==> src/hw/pmr_pkg.sv <==
// shared constants and types for the power-mode, reset and strobe control
package pmr_pkg;
	// ------------------------------------------------------------------
	// register indices (byte address is four times the index)
	// ------------------------------------------------------------------
	localparam logic [11:0] IDX_AUX_CTRL   = 12'h08e; // auxiliary control
	localparam logic [11:0] IDX_PWR_CTRL   = 12'h087; // power control
	localparam logic [11:0] IDX_WAKE_EN    = 12'h080; // wake-up enables
	localparam logic [11:0] IDX_STATUS     = 12'h081; // mode and reset state
	localparam logic [11:0] IDX_PORT_LATCH = 12'h082; // port latch image
	localparam logic [11:0] IDX_STACK_PTR  = 12'h083; // stack pointer image
	localparam logic [11:0] IDX_SER_BUF    = 12'h084; // serial data buffer

	// ------------------------------------------------------------------
	// field positions
	// ------------------------------------------------------------------
	localparam int IDLE_BIT     = 0; // idle request bit
	localparam int PDOWN_BIT    = 1; // power-down request bit
	localparam int KEEP_BIT     = 4; // power control bit kept over reset
	localparam int SUPPRESS_BIT = 0; // strobe suppress bit

	// ------------------------------------------------------------------
	// reset values
	// ------------------------------------------------------------------
	localparam logic [7:0] PORT_RST  = 8'hff;
	localparam logic [7:0] SP_RST    = 8'h07;
	localparam logic [7:0] SFR_RST   = 8'h00;
	localparam logic [7:0] KEEP_MASK = 8'h10; // bit of power control kept

	// ------------------------------------------------------------------
	// timing: oscillator edges per machine cycle and sampling point
	// ------------------------------------------------------------------
	localparam int         OSC_PER_PHASE  = 2;  // clock divided by two
	localparam int         PHASES_PER_MC  = 12; // six states, two phases
	localparam logic [3:0] STATE_FIVE_PHASE_TWO_PHASE     = 4'h9; // state five, phase two
	localparam logic [3:0] LAST_PHASE     = 4'hb;
	localparam int         RST_MIN_MC     = 2;  // machine cycles held high

	// ------------------------------------------------------------------
	// bus answers
	// ------------------------------------------------------------------
	localparam logic [1:0] RESP_OKAY   = 2'b00;
	localparam logic [1:0] RESP_SLVERR = 2'b10;

	// ------------------------------------------------------------------
	// types
	// ------------------------------------------------------------------
	typedef enum logic [1:0] {
		MODE_RUN   = 2'b00,
		MODE_IDLE  = 2'b01,
		MODE_PDOWN = 2'b11
	} pwr_mode_t;

	typedef struct packed {
		logic cpu;    // processor core clock
		logic periph; // peripheral and interrupt logic clock
		logic osc;    // oscillator running
	} clk_en_t;
endpackage

==> src/hw/sync2.sv <==
// two flip-flop synchroniser for pin inputs
`timescale 1ns/1ps
`default_nettype none
module sync2 #(
	parameter int WIDTH = 1
) (
	// clock and reset
	input  wire logic             aclk,
	input  wire logic             aresetn,
	input  wire logic             ce,
	// data
	input  wire logic [WIDTH-1:0] din,
	output logic      [WIDTH-1:0] dout
);
	logic [WIDTH-1:0] meta_ff; // first stage, read only by second stage
	logic [WIDTH-1:0] sync_ff; // second stage
	logic [WIDTH-1:0] nxt_meta;
	logic [WIDTH-1:0] nxt_sync;

	// ------------------------------------------------------------------
	// next values
	// ------------------------------------------------------------------
	always_comb begin
		nxt_meta = din;
		nxt_sync = meta_ff;
	end

	// registers; clock enable freezes both stages
	always_ff @(posedge aclk) begin
		if (!aresetn) begin
			meta_ff <= '0;
			sync_ff <= '0;
		end else if (ce) begin
			meta_ff <= nxt_meta;
			sync_ff <= nxt_sync;
		end
	end

	assign dout = sync_ff;
endmodule
`default_nettype wire

==> src/hw/reset_filter.sv <==
// deglitch filter for the sampled external reset level
`timescale 1ns/1ps
`default_nettype none
module reset_filter #(
	parameter int MIN_SAMPLES = pmr_pkg::RST_MIN_MC
) (
	// clock and reset
	input  wire logic aclk,
	input  wire logic aresetn,
	input  wire logic ce,
	// sampling
	input  wire logic sample_stb, // one pulse per machine cycle
	input  wire logic level,      // synchronised reset pin
	output logic      rst_active
);
	logic [3:0] cnt_ff;  // consecutive high samples
	logic       act_ff;  // filtered reset
	logic [3:0] nxt_cnt;
	logic       nxt_act;

	// ------------------------------------------------------------------
	// count consecutive high samples; one low sample clears
	// ------------------------------------------------------------------
	always_comb begin
		nxt_cnt = cnt_ff;
		nxt_act = act_ff;
		if (sample_stb) begin
			if (!level) begin
				// a short pulse never reaches the count
				nxt_cnt = 4'h0;
				nxt_act = 1'b0;
			end else if (cnt_ff < 4'(MIN_SAMPLES)) begin
				nxt_cnt = cnt_ff + 4'h1;
				nxt_act = (cnt_ff + 4'h1) >= 4'(MIN_SAMPLES);
			end
		end
	end

	// registers
	always_ff @(posedge aclk) begin
		if (!aresetn) begin
			cnt_ff <= 4'h0;
			act_ff <= 1'b0;
		end else if (ce) begin
			cnt_ff <= nxt_cnt;
			act_ff <= nxt_act;
		end
	end

	assign rst_active = act_ff;
endmodule
`default_nettype wire

==> src/hw/power_mode_reset_ale_control.sv <==
// power-mode, device reset and address strobe control with axi4-lite regs
//
// Design decision made here: the AXI4-Lite register port.
`timescale 1ns/1ps
`default_nettype none
module power_mode_reset_ale_control #(
	parameter int WAKE_LINES = 8
) (
	// clock, reset, enable
	input  wire logic                  aclk,
	input  wire logic                  aresetn,
	input  wire logic                  ce,
	// axi4-lite write address and data
	input  wire logic                  s_awvalid,
	output logic                       s_awready,
	input  wire logic [13:0]           s_awaddr,
	input  wire logic                  s_wvalid,
	output logic                       s_wready,
	input  wire logic [31:0]           s_wdata,
	input  wire logic [3:0]            s_wstrb,
	// axi4-lite write response
	output logic                       s_bvalid,
	input  wire logic                  s_bready,
	output logic [1:0]                 s_bresp,
	// axi4-lite read
	input  wire logic                  s_arvalid,
	output logic                       s_arready,
	input  wire logic [13:0]           s_araddr,
	output logic                       s_rvalid,
	input  wire logic                  s_rready,
	output logic [31:0]                s_rdata,
	output logic [1:0]                 s_rresp,
	// pins
	input  wire logic                  rst_pin,
	input  wire logic [WAKE_LINES-1:0] wakeup_interrupt_lines,
	// core side
	input  wire logic                  irq_taken,
	input  wire logic                  ext_access,
	input  wire logic                  ale_core,
	// outputs
	output logic                       ale_out,
	output pmr_pkg::clk_en_t           clk_en,
	output logic                       phase_clk,
	output logic                       core_reset,
	output logic [7:0]                 port_latch,
	output logic [7:0]                 stack_ptr
);
	// ------------------------------------------------------------------
	// state
	// ------------------------------------------------------------------
	pmr_pkg::pwr_mode_t    mode_ff, nxt_mode;   // power mode
	logic [7:0]            power_control_register_ff, nxt_power_control_register;   // power control register
	logic [7:0]            aux_ff, nxt_aux;     // auxiliary control register
	logic [7:0]            wen_ff, nxt_wen;     // wake-up enables
	logic [7:0]            port_ff, nxt_port;   // port latch image
	logic [7:0]            sp_ff, nxt_sp;       // stack pointer image
	logic [7:0]            serial_data_buffer_ff, nxt_serial_data_buffer;   // serial data buffer
	logic [3:0]            phase_ff, nxt_phase; // phase within machine cycle
	logic                  div_ff, nxt_div;     // divide-by-two toggle
	logic                  ale_ff, nxt_ale;     // registered strobe
	logic                  aw_ff, nxt_aw;       // write address held
	logic                  w_ff, nxt_w;         // write data held
	logic [11:0]           awi_ff, nxt_awi;     // write index
	logic [31:0]           wd_ff, nxt_wd;       // write data
	logic                  wb0_ff, nxt_wb0;     // low byte lane strobe
	logic                  bv_ff, nxt_bv;       // write response valid
	logic [1:0]            br_ff, nxt_br;       // write response code
	logic                  rv_ff, nxt_rv;       // read data valid
	logic [31:0]           rd_ff, nxt_rd;       // read data
	logic [1:0]            rr_ff, nxt_rr;       // read response code

	// ------------------------------------------------------------------
	// pin synchronisers and reset filter
	// ------------------------------------------------------------------
	logic                  rst_sync;            // reset pin, synchronised
	logic [WAKE_LINES-1:0] wake_sync;           // wake-up lines, synchronised
	logic                  state_five_phase_two_stb;            // sampling point strobe
	logic                  dev_rst;             // filtered device reset
	logic                  wake_hit;            // enabled wake-up line active
	logic                  wr_do;               // write performed now

	sync2 #(.WIDTH(1)) u_rst_sync (
		.aclk    (aclk),
		.aresetn (aresetn),
		.ce      (ce),
		.din     (rst_pin),
		.dout    (rst_sync)
	);

	sync2 #(.WIDTH(WAKE_LINES)) u_wake_sync (
		.aclk    (aclk),
		.aresetn (aresetn),
		.ce      (ce),
		.din     (wakeup_interrupt_lines),
		.dout    (wake_sync)
	);

	reset_filter #(.MIN_SAMPLES(pmr_pkg::RST_MIN_MC)) u_rst_filter (
		.aclk       (aclk),
		.aresetn    (aresetn),
		.ce         (ce),
		.sample_stb (state_five_phase_two_stb),
		.level      (rst_sync),
		.rst_active (dev_rst)
	);

	// index decode shared by read and write paths
	function automatic logic is_mapped(input logic [11:0] idx);
		is_mapped = (idx == pmr_pkg::IDX_AUX_CTRL) ||
			(idx == pmr_pkg::IDX_PWR_CTRL) ||
			(idx == pmr_pkg::IDX_WAKE_EN) ||
			(idx == pmr_pkg::IDX_STATUS) ||
			(idx == pmr_pkg::IDX_PORT_LATCH) ||
			(idx == pmr_pkg::IDX_STACK_PTR) ||
			(idx == pmr_pkg::IDX_SER_BUF);
	endfunction

	// ------------------------------------------------------------------
	// machine cycle timing
	// ------------------------------------------------------------------
	// sampling strobe once per machine cycle, only while oscillator runs
	assign state_five_phase_two_stb = clk_en.osc && div_ff &&
		(phase_ff == pmr_pkg::STATE_FIVE_PHASE_TWO_PHASE);
	assign wake_hit = |(wake_sync & wen_ff[WAKE_LINES-1:0]);

	always_comb begin
		nxt_div   = div_ff;
		nxt_phase = phase_ff;
		// oscillator halted: the divider and phase counter stand still
		if (clk_en.osc) begin
			nxt_div = !div_ff;
			if (div_ff) begin
				nxt_phase = (phase_ff == pmr_pkg::LAST_PHASE) ?
					4'h0 : phase_ff + 4'h1;
			end
		end
	end

	always_ff @(posedge aclk) begin
		if (!aresetn) begin
			div_ff   <= 1'b0;
			phase_ff <= 4'h0;
		end else if (ce) begin
			div_ff   <= nxt_div;
			phase_ff <= nxt_phase;
		end
	end

	// ------------------------------------------------------------------
	// power mode machine
	// ------------------------------------------------------------------
	always_comb begin
		nxt_mode = mode_ff;
		unique case (mode_ff)
			pmr_pkg::MODE_RUN: begin
				if (power_control_register_ff[pmr_pkg::PDOWN_BIT])
					nxt_mode = pmr_pkg::MODE_PDOWN;
				else if (power_control_register_ff[pmr_pkg::IDLE_BIT])
					nxt_mode = pmr_pkg::MODE_IDLE;
			end
			pmr_pkg::MODE_IDLE: begin
				// interrupt logic keeps running and can end idle
				if (irq_taken || dev_rst)
					nxt_mode = pmr_pkg::MODE_RUN;
			end
			pmr_pkg::MODE_PDOWN: begin
				// filter cannot sample with oscillator stopped, so the
				// synchronised pin level restarts the oscillator
				if (rst_sync || wake_hit)
					nxt_mode = pmr_pkg::MODE_RUN;
			end
			default: nxt_mode = pmr_pkg::MODE_RUN;
		endcase
		if (dev_rst)
			nxt_mode = pmr_pkg::MODE_RUN;
	end

	always_ff @(posedge aclk) begin
		if (!aresetn)
			mode_ff <= pmr_pkg::MODE_RUN;
		else if (ce)
			mode_ff <= nxt_mode;
	end

	// clock enables derived from the mode
	always_comb begin
		clk_en.cpu    = (mode_ff == pmr_pkg::MODE_RUN);
		clk_en.periph = (mode_ff != pmr_pkg::MODE_PDOWN);
		clk_en.osc    = (mode_ff != pmr_pkg::MODE_PDOWN);
	end

	// ------------------------------------------------------------------
	// address strobe
	// ------------------------------------------------------------------
	always_comb begin
		if (aux_ff[pmr_pkg::SUPPRESS_BIT] && !ext_access)
			nxt_ale = 1'b0;
		else
			nxt_ale = ale_core;
	end

	always_ff @(posedge aclk) begin
		if (!aresetn)
			ale_ff <= 1'b0;
		else if (ce)
			ale_ff <= nxt_ale;
	end

	// ------------------------------------------------------------------
	// bus slave and register file
	// ------------------------------------------------------------------
	assign wr_do = aw_ff && w_ff && !bv_ff;

	always_comb begin
		nxt_aw   = aw_ff;
		nxt_w    = w_ff;
		nxt_awi  = awi_ff;
		nxt_wd   = wd_ff;
		nxt_wb0  = wb0_ff;
		nxt_bv   = bv_ff;
		nxt_br   = br_ff;
		nxt_rv   = rv_ff;
		nxt_rd   = rd_ff;
		nxt_rr   = rr_ff;
		nxt_power_control_register = power_control_register_ff;
		nxt_aux  = aux_ff;
		nxt_wen  = wen_ff;
		nxt_port = port_ff;
		nxt_sp   = sp_ff;
		nxt_serial_data_buffer = serial_data_buffer_ff;
		// address and data taken independently, in either order
		if (s_awvalid && !aw_ff) begin
			nxt_aw  = 1'b1;
			nxt_awi = s_awaddr[13:2];
		end
		if (s_wvalid && !w_ff) begin
			nxt_w   = 1'b1;
			nxt_wd  = s_wdata;
			nxt_wb0 = s_wstrb[0];
		end
		if (wr_do) begin
			nxt_aw = 1'b0;
			nxt_w  = 1'b0;
			nxt_bv = 1'b1;
			nxt_br = is_mapped(awi_ff) ?
				pmr_pkg::RESP_OKAY : pmr_pkg::RESP_SLVERR;
			// only the low byte lane carries register data
			if (wb0_ff) begin
				unique case (awi_ff)
					pmr_pkg::IDX_PWR_CTRL:   nxt_power_control_register = wd_ff[7:0];
					pmr_pkg::IDX_AUX_CTRL:   nxt_aux  = wd_ff[7:0];
					pmr_pkg::IDX_WAKE_EN:    nxt_wen  = wd_ff[7:0];
					pmr_pkg::IDX_PORT_LATCH: nxt_port = wd_ff[7:0];
					pmr_pkg::IDX_STACK_PTR:  nxt_sp   = wd_ff[7:0];
					pmr_pkg::IDX_SER_BUF:    nxt_serial_data_buffer = wd_ff[7:0];
					default: ;
				endcase
			end
		end
		if (bv_ff && s_bready)
			nxt_bv = 1'b0;
		// hardware exit clears the request bits after a software write
		if (mode_ff == pmr_pkg::MODE_IDLE && irq_taken)
			nxt_power_control_register[pmr_pkg::IDLE_BIT] = 1'b0;
		if (mode_ff == pmr_pkg::MODE_PDOWN && wake_hit)
			nxt_power_control_register[pmr_pkg::PDOWN_BIT] = 1'b0;
		// device reset loads fixed values except the kept power control bit, serial buffer untouched
		if (dev_rst || (mode_ff == pmr_pkg::MODE_PDOWN && rst_sync)) begin
			nxt_port = pmr_pkg::PORT_RST;
			nxt_sp   = pmr_pkg::SP_RST;
			nxt_power_control_register = (power_control_register_ff & pmr_pkg::KEEP_MASK) |
				(pmr_pkg::SFR_RST & ~pmr_pkg::KEEP_MASK);
			nxt_aux  = pmr_pkg::SFR_RST;
			nxt_wen  = pmr_pkg::SFR_RST;
		end
		// reads answer one cycle after the address is taken
		if (s_arvalid && !rv_ff) begin
			nxt_rv = 1'b1;
			nxt_rr = is_mapped(s_araddr[13:2]) ?
				pmr_pkg::RESP_OKAY : pmr_pkg::RESP_SLVERR;
			unique case (s_araddr[13:2])
				pmr_pkg::IDX_PWR_CTRL:   nxt_rd = {24'h0, power_control_register_ff};
				pmr_pkg::IDX_AUX_CTRL:   nxt_rd = {24'h0, aux_ff};
				pmr_pkg::IDX_WAKE_EN:    nxt_rd = {24'h0, wen_ff};
				pmr_pkg::IDX_STATUS:     nxt_rd = {28'h0, clk_en.osc,
					dev_rst, mode_ff};
				pmr_pkg::IDX_PORT_LATCH: nxt_rd = {24'h0, port_ff};
				pmr_pkg::IDX_STACK_PTR:  nxt_rd = {24'h0, sp_ff};
				pmr_pkg::IDX_SER_BUF:    nxt_rd = {24'h0, serial_data_buffer_ff};
				default:                 nxt_rd = 32'h0;
			endcase
		end else if (rv_ff && s_rready) begin
			nxt_rv = 1'b0;
		end
	end

	always_ff @(posedge aclk) begin
		if (!aresetn) begin
			aw_ff   <= 1'b0;
			w_ff    <= 1'b0;
			awi_ff  <= 12'h0;
			wd_ff   <= 32'h0;
			wb0_ff  <= 1'b0;
			bv_ff   <= 1'b0;
			br_ff   <= pmr_pkg::RESP_OKAY;
			rv_ff   <= 1'b0;
			rd_ff   <= 32'h0;
			rr_ff   <= pmr_pkg::RESP_OKAY;
			power_control_register_ff <= pmr_pkg::SFR_RST;
			aux_ff  <= pmr_pkg::SFR_RST;
			wen_ff  <= pmr_pkg::SFR_RST;
			port_ff <= pmr_pkg::PORT_RST;
			sp_ff   <= pmr_pkg::SP_RST;
			serial_data_buffer_ff <= pmr_pkg::SFR_RST;
		end else if (ce) begin
			aw_ff   <= nxt_aw;
			w_ff    <= nxt_w;
			awi_ff  <= nxt_awi;
			wd_ff   <= nxt_wd;
			wb0_ff  <= nxt_wb0;
			bv_ff   <= nxt_bv;
			br_ff   <= nxt_br;
			rv_ff   <= nxt_rv;
			rd_ff   <= nxt_rd;
			rr_ff   <= nxt_rr;
			power_control_register_ff <= nxt_power_control_register;
			aux_ff  <= nxt_aux;
			wen_ff  <= nxt_wen;
			port_ff <= nxt_port;
			sp_ff   <= nxt_sp;
			serial_data_buffer_ff <= nxt_serial_data_buffer;
		end
	end

	// ------------------------------------------------------------------
	// outputs
	// ------------------------------------------------------------------
	assign s_awready  = !aw_ff;
	assign s_wready   = !w_ff;
	assign s_bvalid   = bv_ff;
	assign s_bresp    = br_ff;
	assign s_arready  = !rv_ff;
	assign s_rvalid   = rv_ff;
	assign s_rdata    = rd_ff;
	assign s_rresp    = rr_ff;
	assign ale_out    = ale_ff;
	assign phase_clk  = div_ff;
	assign core_reset = dev_rst;
	assign port_latch = port_ff;
	assign stack_ptr  = sp_ff;
endmodule
`default_nettype wire

==> config.mk <==
export PLATFORM = sky130hd
export DESIGN_NAME = power_mode_reset_ale_control
export DESIGN_NICKNAME = d
export VERILOG_FILES = /design/src/hw/pmr_pkg.sv /design/src/hw/sync2.sv /design/src/hw/reset_filter.sv /design/src/hw/power_mode_reset_ale_control.sv
export SDC_FILE = /design/constraint.sdc
export NUM_CORES = 1
export LEC_CHECK = 0
export ABC_AREA = 1
export BUFFER_PORTS_ARGS = -buffer_cell sky130_fd_sc_hd__buf_2
export CELL_PAD_IN_SITES_DETAIL_PLACEMENT = 1
export CELL_PAD_IN_SITES_GLOBAL_PLACEMENT = 2
export CORE_MARGIN = 1.5
export CORE_UTILIZATION = 28
export DETAILED_ROUTE_END_ITERATION = 12
export PLACE_DENSITY = 0.78
export RECOVER_POWER = 25
export SYNTH_ARGS = -nofsm -noshare
export SYNTH_HDL_FRONTEND = slang
export SYNTH_SLANG_ARGS = --single-unit
==> constraint.sdc <==
create_clock -name aclk -period 1.67 [get_ports aclk]
set_input_delay 0.2505 -clock aclk [delete_from_list [all_inputs] [get_ports aclk]]
set_output_delay 0.2505 -clock aclk [all_outputs]
set_load 0.05 [all_outputs]
Yosys cells after proc, flatten, opt, wreduce, memory -nomap -nowiden
Cells that the tools add are included.
{ "op_classes": {"bitwise_logic": 2, "n_mux": 45, "order_cmp": 2, "n_eq_ne": 23, "n_reduce_logical": 74, "add_sub_neg": 2} }
{ "op_table": {"columns": ["op", "n"], "rows": [
  ["12-bit by 8-bit equality test with 1-bit output, second input constant", 14],
  ["8-bit two-way mux", 20],
  ["8-bit one-hot mux with 7 select lines", 1],
  ["4-bit AND reduction", 9],
  ["2-bit nonzero test", 11],
  ["2-bit AND reduction", 9],
  ["3-bit nonzero test", 6],
  ["1-bit logical OR", 15],
  ["2-bit two-way mux", 7],
  ["1-bit logical AND", 13],
  ["1-bit two-way mux", 13],
  ["4-bit two-way mux", 3],
  ["4-bit by 1-bit adder with 4-bit output, second input constant", 2],
  ["8-bit AND", 1],
  ["4-bit equality test, second input constant", 2],
  ["8-bit OR reduction", 1],
  ["1-bit zero test", 6],
  ["3-bit by 2-bit inequality test with 1-bit output, second input constant", 2],
  ["2-bit one-hot mux with 3 select lines", 1],
  ["3-bit AND reduction", 2],
  ["5-bit AND reduction", 1],
  ["4-bit by 2-bit greater-or-equal comparator with 1-bit output, second input constant", 1],
  ["4-bit by 2-bit < comparator with 1-bit output, second input constant", 1],
  ["4-bit by 1-bit inequality test with 1-bit output, second input constant", 1],
  ["6 further kinds", 6]
]} }
{ "word_totals": {"out_inout_bits": 63, "elab_cells": 177, "reg_bits": 140, "in_bits": 84} }

Logic depth before layout (Yosys ltp)
{ "depth": {"depth_word": 8, "depth_mapped": 11, "depth_no_buf": 11} }

Hierarchy
A second synthesis with hierarchy kept.
{ "hier_totals": {"hier_cells": 865, "hier_area_um2": 5766.8} }
{ "by_module_without_submodules": {"columns": ["mod", "area_per_inst_um2", "n_inst", "cells_per_inst", "seq_area_each_um2"], "rows": [
  ["power_mode_reset_ale_control", 4705.8, 1, 705, 1821.7],
  ["sync2 (u_wake_sync)", 674.4, 1, 101, 320.3],
  ["reset_filter", 306.5, 1, 47, 100.1],
  ["sync2 (u_rst_sync)", 80.1, 1, 12, 40.0]
]} }

Worst setup path before layout
OpenSTA, ideal clock, no wires.
{ "synth_path": {"path_type": "reg-to-reg", "from": "register rv_ff (netlist: s_rvalid)", "to": "register rd_ff[7] (netlist: s_rdata[7])", "setup_ns": 0.070, "stages_incl_launch_ff": 6, "arrival_time_ns": 1.645, "path_slack_ns": -0.046, "synth_period_minus_slack_ns": 1.716, "path_buffers": 1, "t_required_ns": 1.600, "cell_sequence": "dfxtp_1 inv_1 nand3_1 clkbuf_1 nand2_1 a21oi_1"} }
{ "synth_via": {"elab_chain_len": 3} }
{ "synth_rtl": {"columns": ["item", "line_no", "source"], "rows": [
  ["from (decl)", "power_mode_reset_ale_control.sv:68", "logic rv_ff, nxt_rv;"],
  ["from (signal assigned)", "power_mode_reset_ale_control.sv:323", "rv_ff <= nxt_rv;"],
  ["1-bit zero test", null, null],
  ["net s_arready", "power_mode_reset_ale_control.sv:27", "output logic s_arready,"],
  ["1-bit logical AND", "power_mode_reset_ale_control.sv:277", "if (s_arvalid && !rv_ff) begin"],
  ["2-bit AND reduction (no line)", null, null],
  ["to (signal assigned)", "power_mode_reset_ale_control.sv:324", "rd_ff <= nxt_rd;"],
  ["to (decl)", "power_mode_reset_ale_control.sv:69", "logic [31:0] rd_ff, nxt_rd;"]
]} }
The timed path passes the listed nets, and every way through them passes these cells.
A chain may end at the register's enable or synchronous reset.

Worst setup path after layout
{ "layout_path": {"from": "register mode_ff[0]", "to": "register sp_ff[1] (netlist: stack_ptr[1])"} }
{ "layout_via": {"elab_chain_len": 5, "elab_cells_between_ends": 8, "cone_classes": "eq/ne: 1; mux: 1; reduce/logical: 6"} }
{ "layout_rtl": {"columns": ["item", "line_no", "source"], "rows": [
  ["from (decl)", "power_mode_reset_ale_control.sv:51", "pmr_pkg::pwr_mode_t mode_ff, nxt_mode;"],
  ["from (signal assigned)", "power_mode_reset_ale_control.sv:180", "mode_ff <= pmr_pkg::MODE_RUN;"],
  ["from (signal assigned)", "power_mode_reset_ale_control.sv:182", "mode_ff <= nxt_mode;"],
  ["2-bit equality test (*)", "power_mode_reset_ale_control.sv:268", "if (dev_rst || (mode_ff == pmr_pkg::MODE_PDOWN && rst_sync)) begin"],
  ["1-bit logical AND (*)", "power_mode_reset_ale_control.sv:268", null],
  ["1-bit logical OR (*)", "power_mode_reset_ale_control.sv:268", null],
  ["2-bit nonzero test (no line)", null, null],
  ["4-bit AND reduction (no line)", null, null],
  ["to (signal assigned)", "power_mode_reset_ale_control.sv:313", "sp_ff <= pmr_pkg::SP_RST;"],
  ["to (signal assigned)", "power_mode_reset_ale_control.sv:330", "sp_ff <= nxt_sp;"],
  ["to (decl)", "power_mode_reset_ale_control.sv:56", "logic [7:0] sp_ff, nxt_sp;"]
]} }
Mark *: on every way between the ends. The rest lies on a longest branch, timed or not.

==> flow_summary.yaml <==
sta:
  clock_skew_ps: 6.495
  setup_violations: 0
  final_hold_viol_count: 0
  tightestPinTransition_ps: 660.3
  relSlewSlack: 0.5593
  max_freq_mhz: 636.2
  layout_min_cycle_time_ps: 1572
  fin_crit_sh: 0.9413
  rsz0062_at_grt: "true"
  timing.final.max_slew_violations: 0
clock_tree:
  clockRootBuffer: "clkbuf_16"
  holdBufCountCts: 0
  clk_pin_slew_worst_paths_ps: 50
  post-cts-setup-buffer-count: 0
  cts_tree: "built"
  cts-resized-gates: 0
  cts_buffer_depth: 2
  clk_latency_ps: 420
  cts_buffers: 17
  tritoncts_num_sinks: 114
  htreeDepth: 4
floorplanning:
  dieArea_um2: 20210
  die_h_um: 142.2
  start_util: 0.2880
  ios: 147
  coreArea_um2: 18830
  placementRows: 50
  die_x_um: 142.2
critical_path:
  rr_endpoint: "stack_ptr[1]"
  crit_type: "register to register"
  crit_fanout: 10
  endpoint_kind: "register"
  crit_end: "stack_ptr[1]"
  crit_required_ps: 2030
  r2r_start: "mode_ff[0]"
  crit_start: "mode_ff[0]"
  ff2ff_setup_slack_ps: 100
  reg2reg_depth: 10
  cp_data_arrival_time_ps: 1940
  startpoint_type: "register"
synth:
  synthDistinctLibCells: 36
  seq_area_frac_synth: 0.4209
  ys_seq_elements: 114
  yosys_warnings: 0
  synth_area_per_cell_um2: 6.943
  synth_top_area_frac: 0.4209
  synth_area_leaders: "dfxtp_1, nor2_1, nand2_1"
  yosysTopAreaCell: "dfxtp_1"
  synth.cell_area_um2: 5423
  postSynthCellCount: 781
detailed_routing:
  drcViolationCount: 0
  drtIter0Drc: 237
  dr.pass1.iters: 4
  wl_per_cell_um: 14.04
  via_count: 5192
  totalWireLength_mm: 16.26
  ant_nets: 0
  vias_per_cell: 4.484
cells_and_area:
  drive_gt1_frac: 0.1982
  nets: 975
  antenna_cells: 0
  utilization: 0.3637
  area_delta_synth_final_pct: 26.28
  finalNonFillerCells: 1158
  final_cell_area_um2: 6848
power:
  powerDensity_nw_per_um2: 1062
  p_comb_frac: 0.084
  p_int_mw: 5.464
  seqPwrFrac: 0.393
  ir_worst_vdd_mv: 0.7401
  switching_share: 0.2486
  power.switching_mw: 1.808
  power_frac_clock: 0.523
  p_leak_nw: 3.061
grt:
  grt-ovfl-total: 0
  busiest_layer: "met2"
  grt_pass1_vias: 5067
  grt_max_degree: 37
  grt_pass1_wl_mm: 26.34
  use_met2: 0.2719
  antenna_found_initial: 0
  grtUsageMet3: 0.03701
  grt_use_met1: 0.2248
  grt_use_total: 0.1684
place:
  dpl.cell_count: 1128
  place.gp.congestion: 0.7419
  port_buffers: 89
  dpl_cell_area_um2: 6223
  place_hpwl_mm: 12.15
status:
  status: "finished, final reports clean"
run:
  drv_cap: 0
worst_hold_path:
  hp-class: "input port to register"
==> routing by layer <==
| layer | part of all wire | up-vias | wire, um |
|---|---|---|---|
| li1 | - | 2700 | - |
| met1 | 0.49 | 2370 | 8025 |
| met2 | 0.45 | 105 | 7296 |
| met3 | 0.045 | 17 | 738 |
| met4 | 0.012 | 0 | 203 |
| met5 | 0 | - | 0 |
==> stage by stage <==
step | power, mW | TNS, ps | worst slack (ps) | hold slack, ps
6_report | 7.272 | 0 | 98.07 | 47.90
5_1_grt | 7.566 | -22.16 | -21.22 | 47.63
4_1_cts | 7.343 | 0 | 35.15 | 37.22
3_5_place_dp | 3.527 | 0 | 54.33 | 432.9
3_3_place_gp | 3.523 | 0 | 62.36 | 429.8
2_1_floorplan | 3.368 | 0 | 68.90 | 385.4
==> registers in the layout, summed over array words and instances, names as in the netlist, 8 cells and up <==
signal and count:
aux_ff 8, awi_ff 12, port_latch 8, power_control_register_ff 8
s_rdata 8, serial_data_buffer_ff 8, stack_ptr 8, u_wake_sync.dout 8
u_wake_sync.meta_ff 8, wd_ff 8, wen_ff 8
==> final cells by class <==
type                    count  area [um^2]
clock inverters            11        162.7
fillers                  2409        11980
well taps                 260        325.3
flip-flops and latches    114         2283
multi-input cells         569         2670
clock buffers              19        442.9
repair buffers            117        694.4
inverters                  68        269.0
==> cells in the mapped netlist, drive strengths merged <==
| cell | number |
|---|---|
| xor2 | 2 |
| nor4 | 1 |
| nand2 | 150 |
| nor2 | 146 |
| o31ai | 2 |
| nand4 | 13 |
| nor3b | 1 |
| a41oi | 1 |
| ha | 4 |
| o21ai | 79 |
| inv | 65 |
| clkinv | 3 |
| buf | 36 |
| conb | 1 |
| dfxtp | 114 |
| nand3 | 59 |
| a31oi | 1 |
| nor3 | 9 |
| a21oi | 74 |
| clkbuf | 19 |
| and2 | 1 |
==> power by group through the flow <==
stage | registers [mW] | clock network, mW | logic [mW]
floorplan | 2.92 | 0 | 0.445
global placement | 2.91 | 0 | 0.612
detailed placement | 2.91 | 0 | 0.614
CTS | 2.86 | 3.87 | 0.618
global route | 2.87 | 4.02 | 0.676
finish | 2.86 | 3.81 | 0.610
==> worst max-delay path, stage by stage, from the launching register on <==
cell and delay, ps:
dfxtp_1 350, nand2_2 80, inv_2 90, nand2_2 100, nand2_8 130, nand2_4 120, nand2_8 130, nand2_4 110
inv_2 150, o21ai_0 160, nand2_1 90
==> how the worst min path moves through the flow <==
stage / startpoint / to / slack [ps] / cells past startpoint
CTS: s_awaddr[12] / awi_ff[10] / 40 / 3
floorplan: s_awaddr[12] / awi_ff[10] / 390 / 2
global route: s_awaddr[6] / awi_ff[4] / 50 / 3
detailed placement: u_rst_filter.cnt_ff[3] / u_rst_filter.cnt_ff[3] / 430 / 2
finish: s_awaddr[12] / awi_ff[10] / 50 / 3
global placement: u_rst_filter.cnt_ff[3] / u_rst_filter.cnt_ff[3] / 430 / 2
==> cell families after synthesis <==
logic type               Yosys count  synth area share
AO/OA/AOI/OAI                    157            0.1495
XOR/XNOR                           2          0.003231
other                              1         0.0006915
flip-flops                       114            0.4209
adder cells (fa/ha/maj)            4          0.009230
buffers and inverters            123            0.1089
AND/OR/NAND/NOR                  380            0.3076
==> cell usage in the layout (no fill, tap or decap), types with 2 or more instances in the layout <==
cell        synthesis  routed
a21oi_2             2       2
o21ai_2             2       2
clkbuf_1           19       4
nand3_2             1       2
nor2_1            141     140
buf_12              0       4
clkinv_2            1       4
dfxtp_1           114     113
a21oi_1            72      72
o21ai_0            77      75
buf_4              29      21
xor2_1              2       2
nor2_2              3       3
nand3_1            58      57
clkbuf_16           0      17
o31ai_1             2       2
nor2_4              2       3
inv_1              58      59
inv_4               0       2
bufinv_16           0       4
clkinvlp_4          0       4
ha_1                4       4
nand2_8             1       2
conb_1              1      26
nor3_1              8       8
nand4_1            13      13
nand2_1           137     137
inv_2               7       4
o21ai_1             0       2
nand2_4             6       6
buf_2               5      89
nand2_2             6       5
No activity file was read; power rests on OpenSTA's default activity.
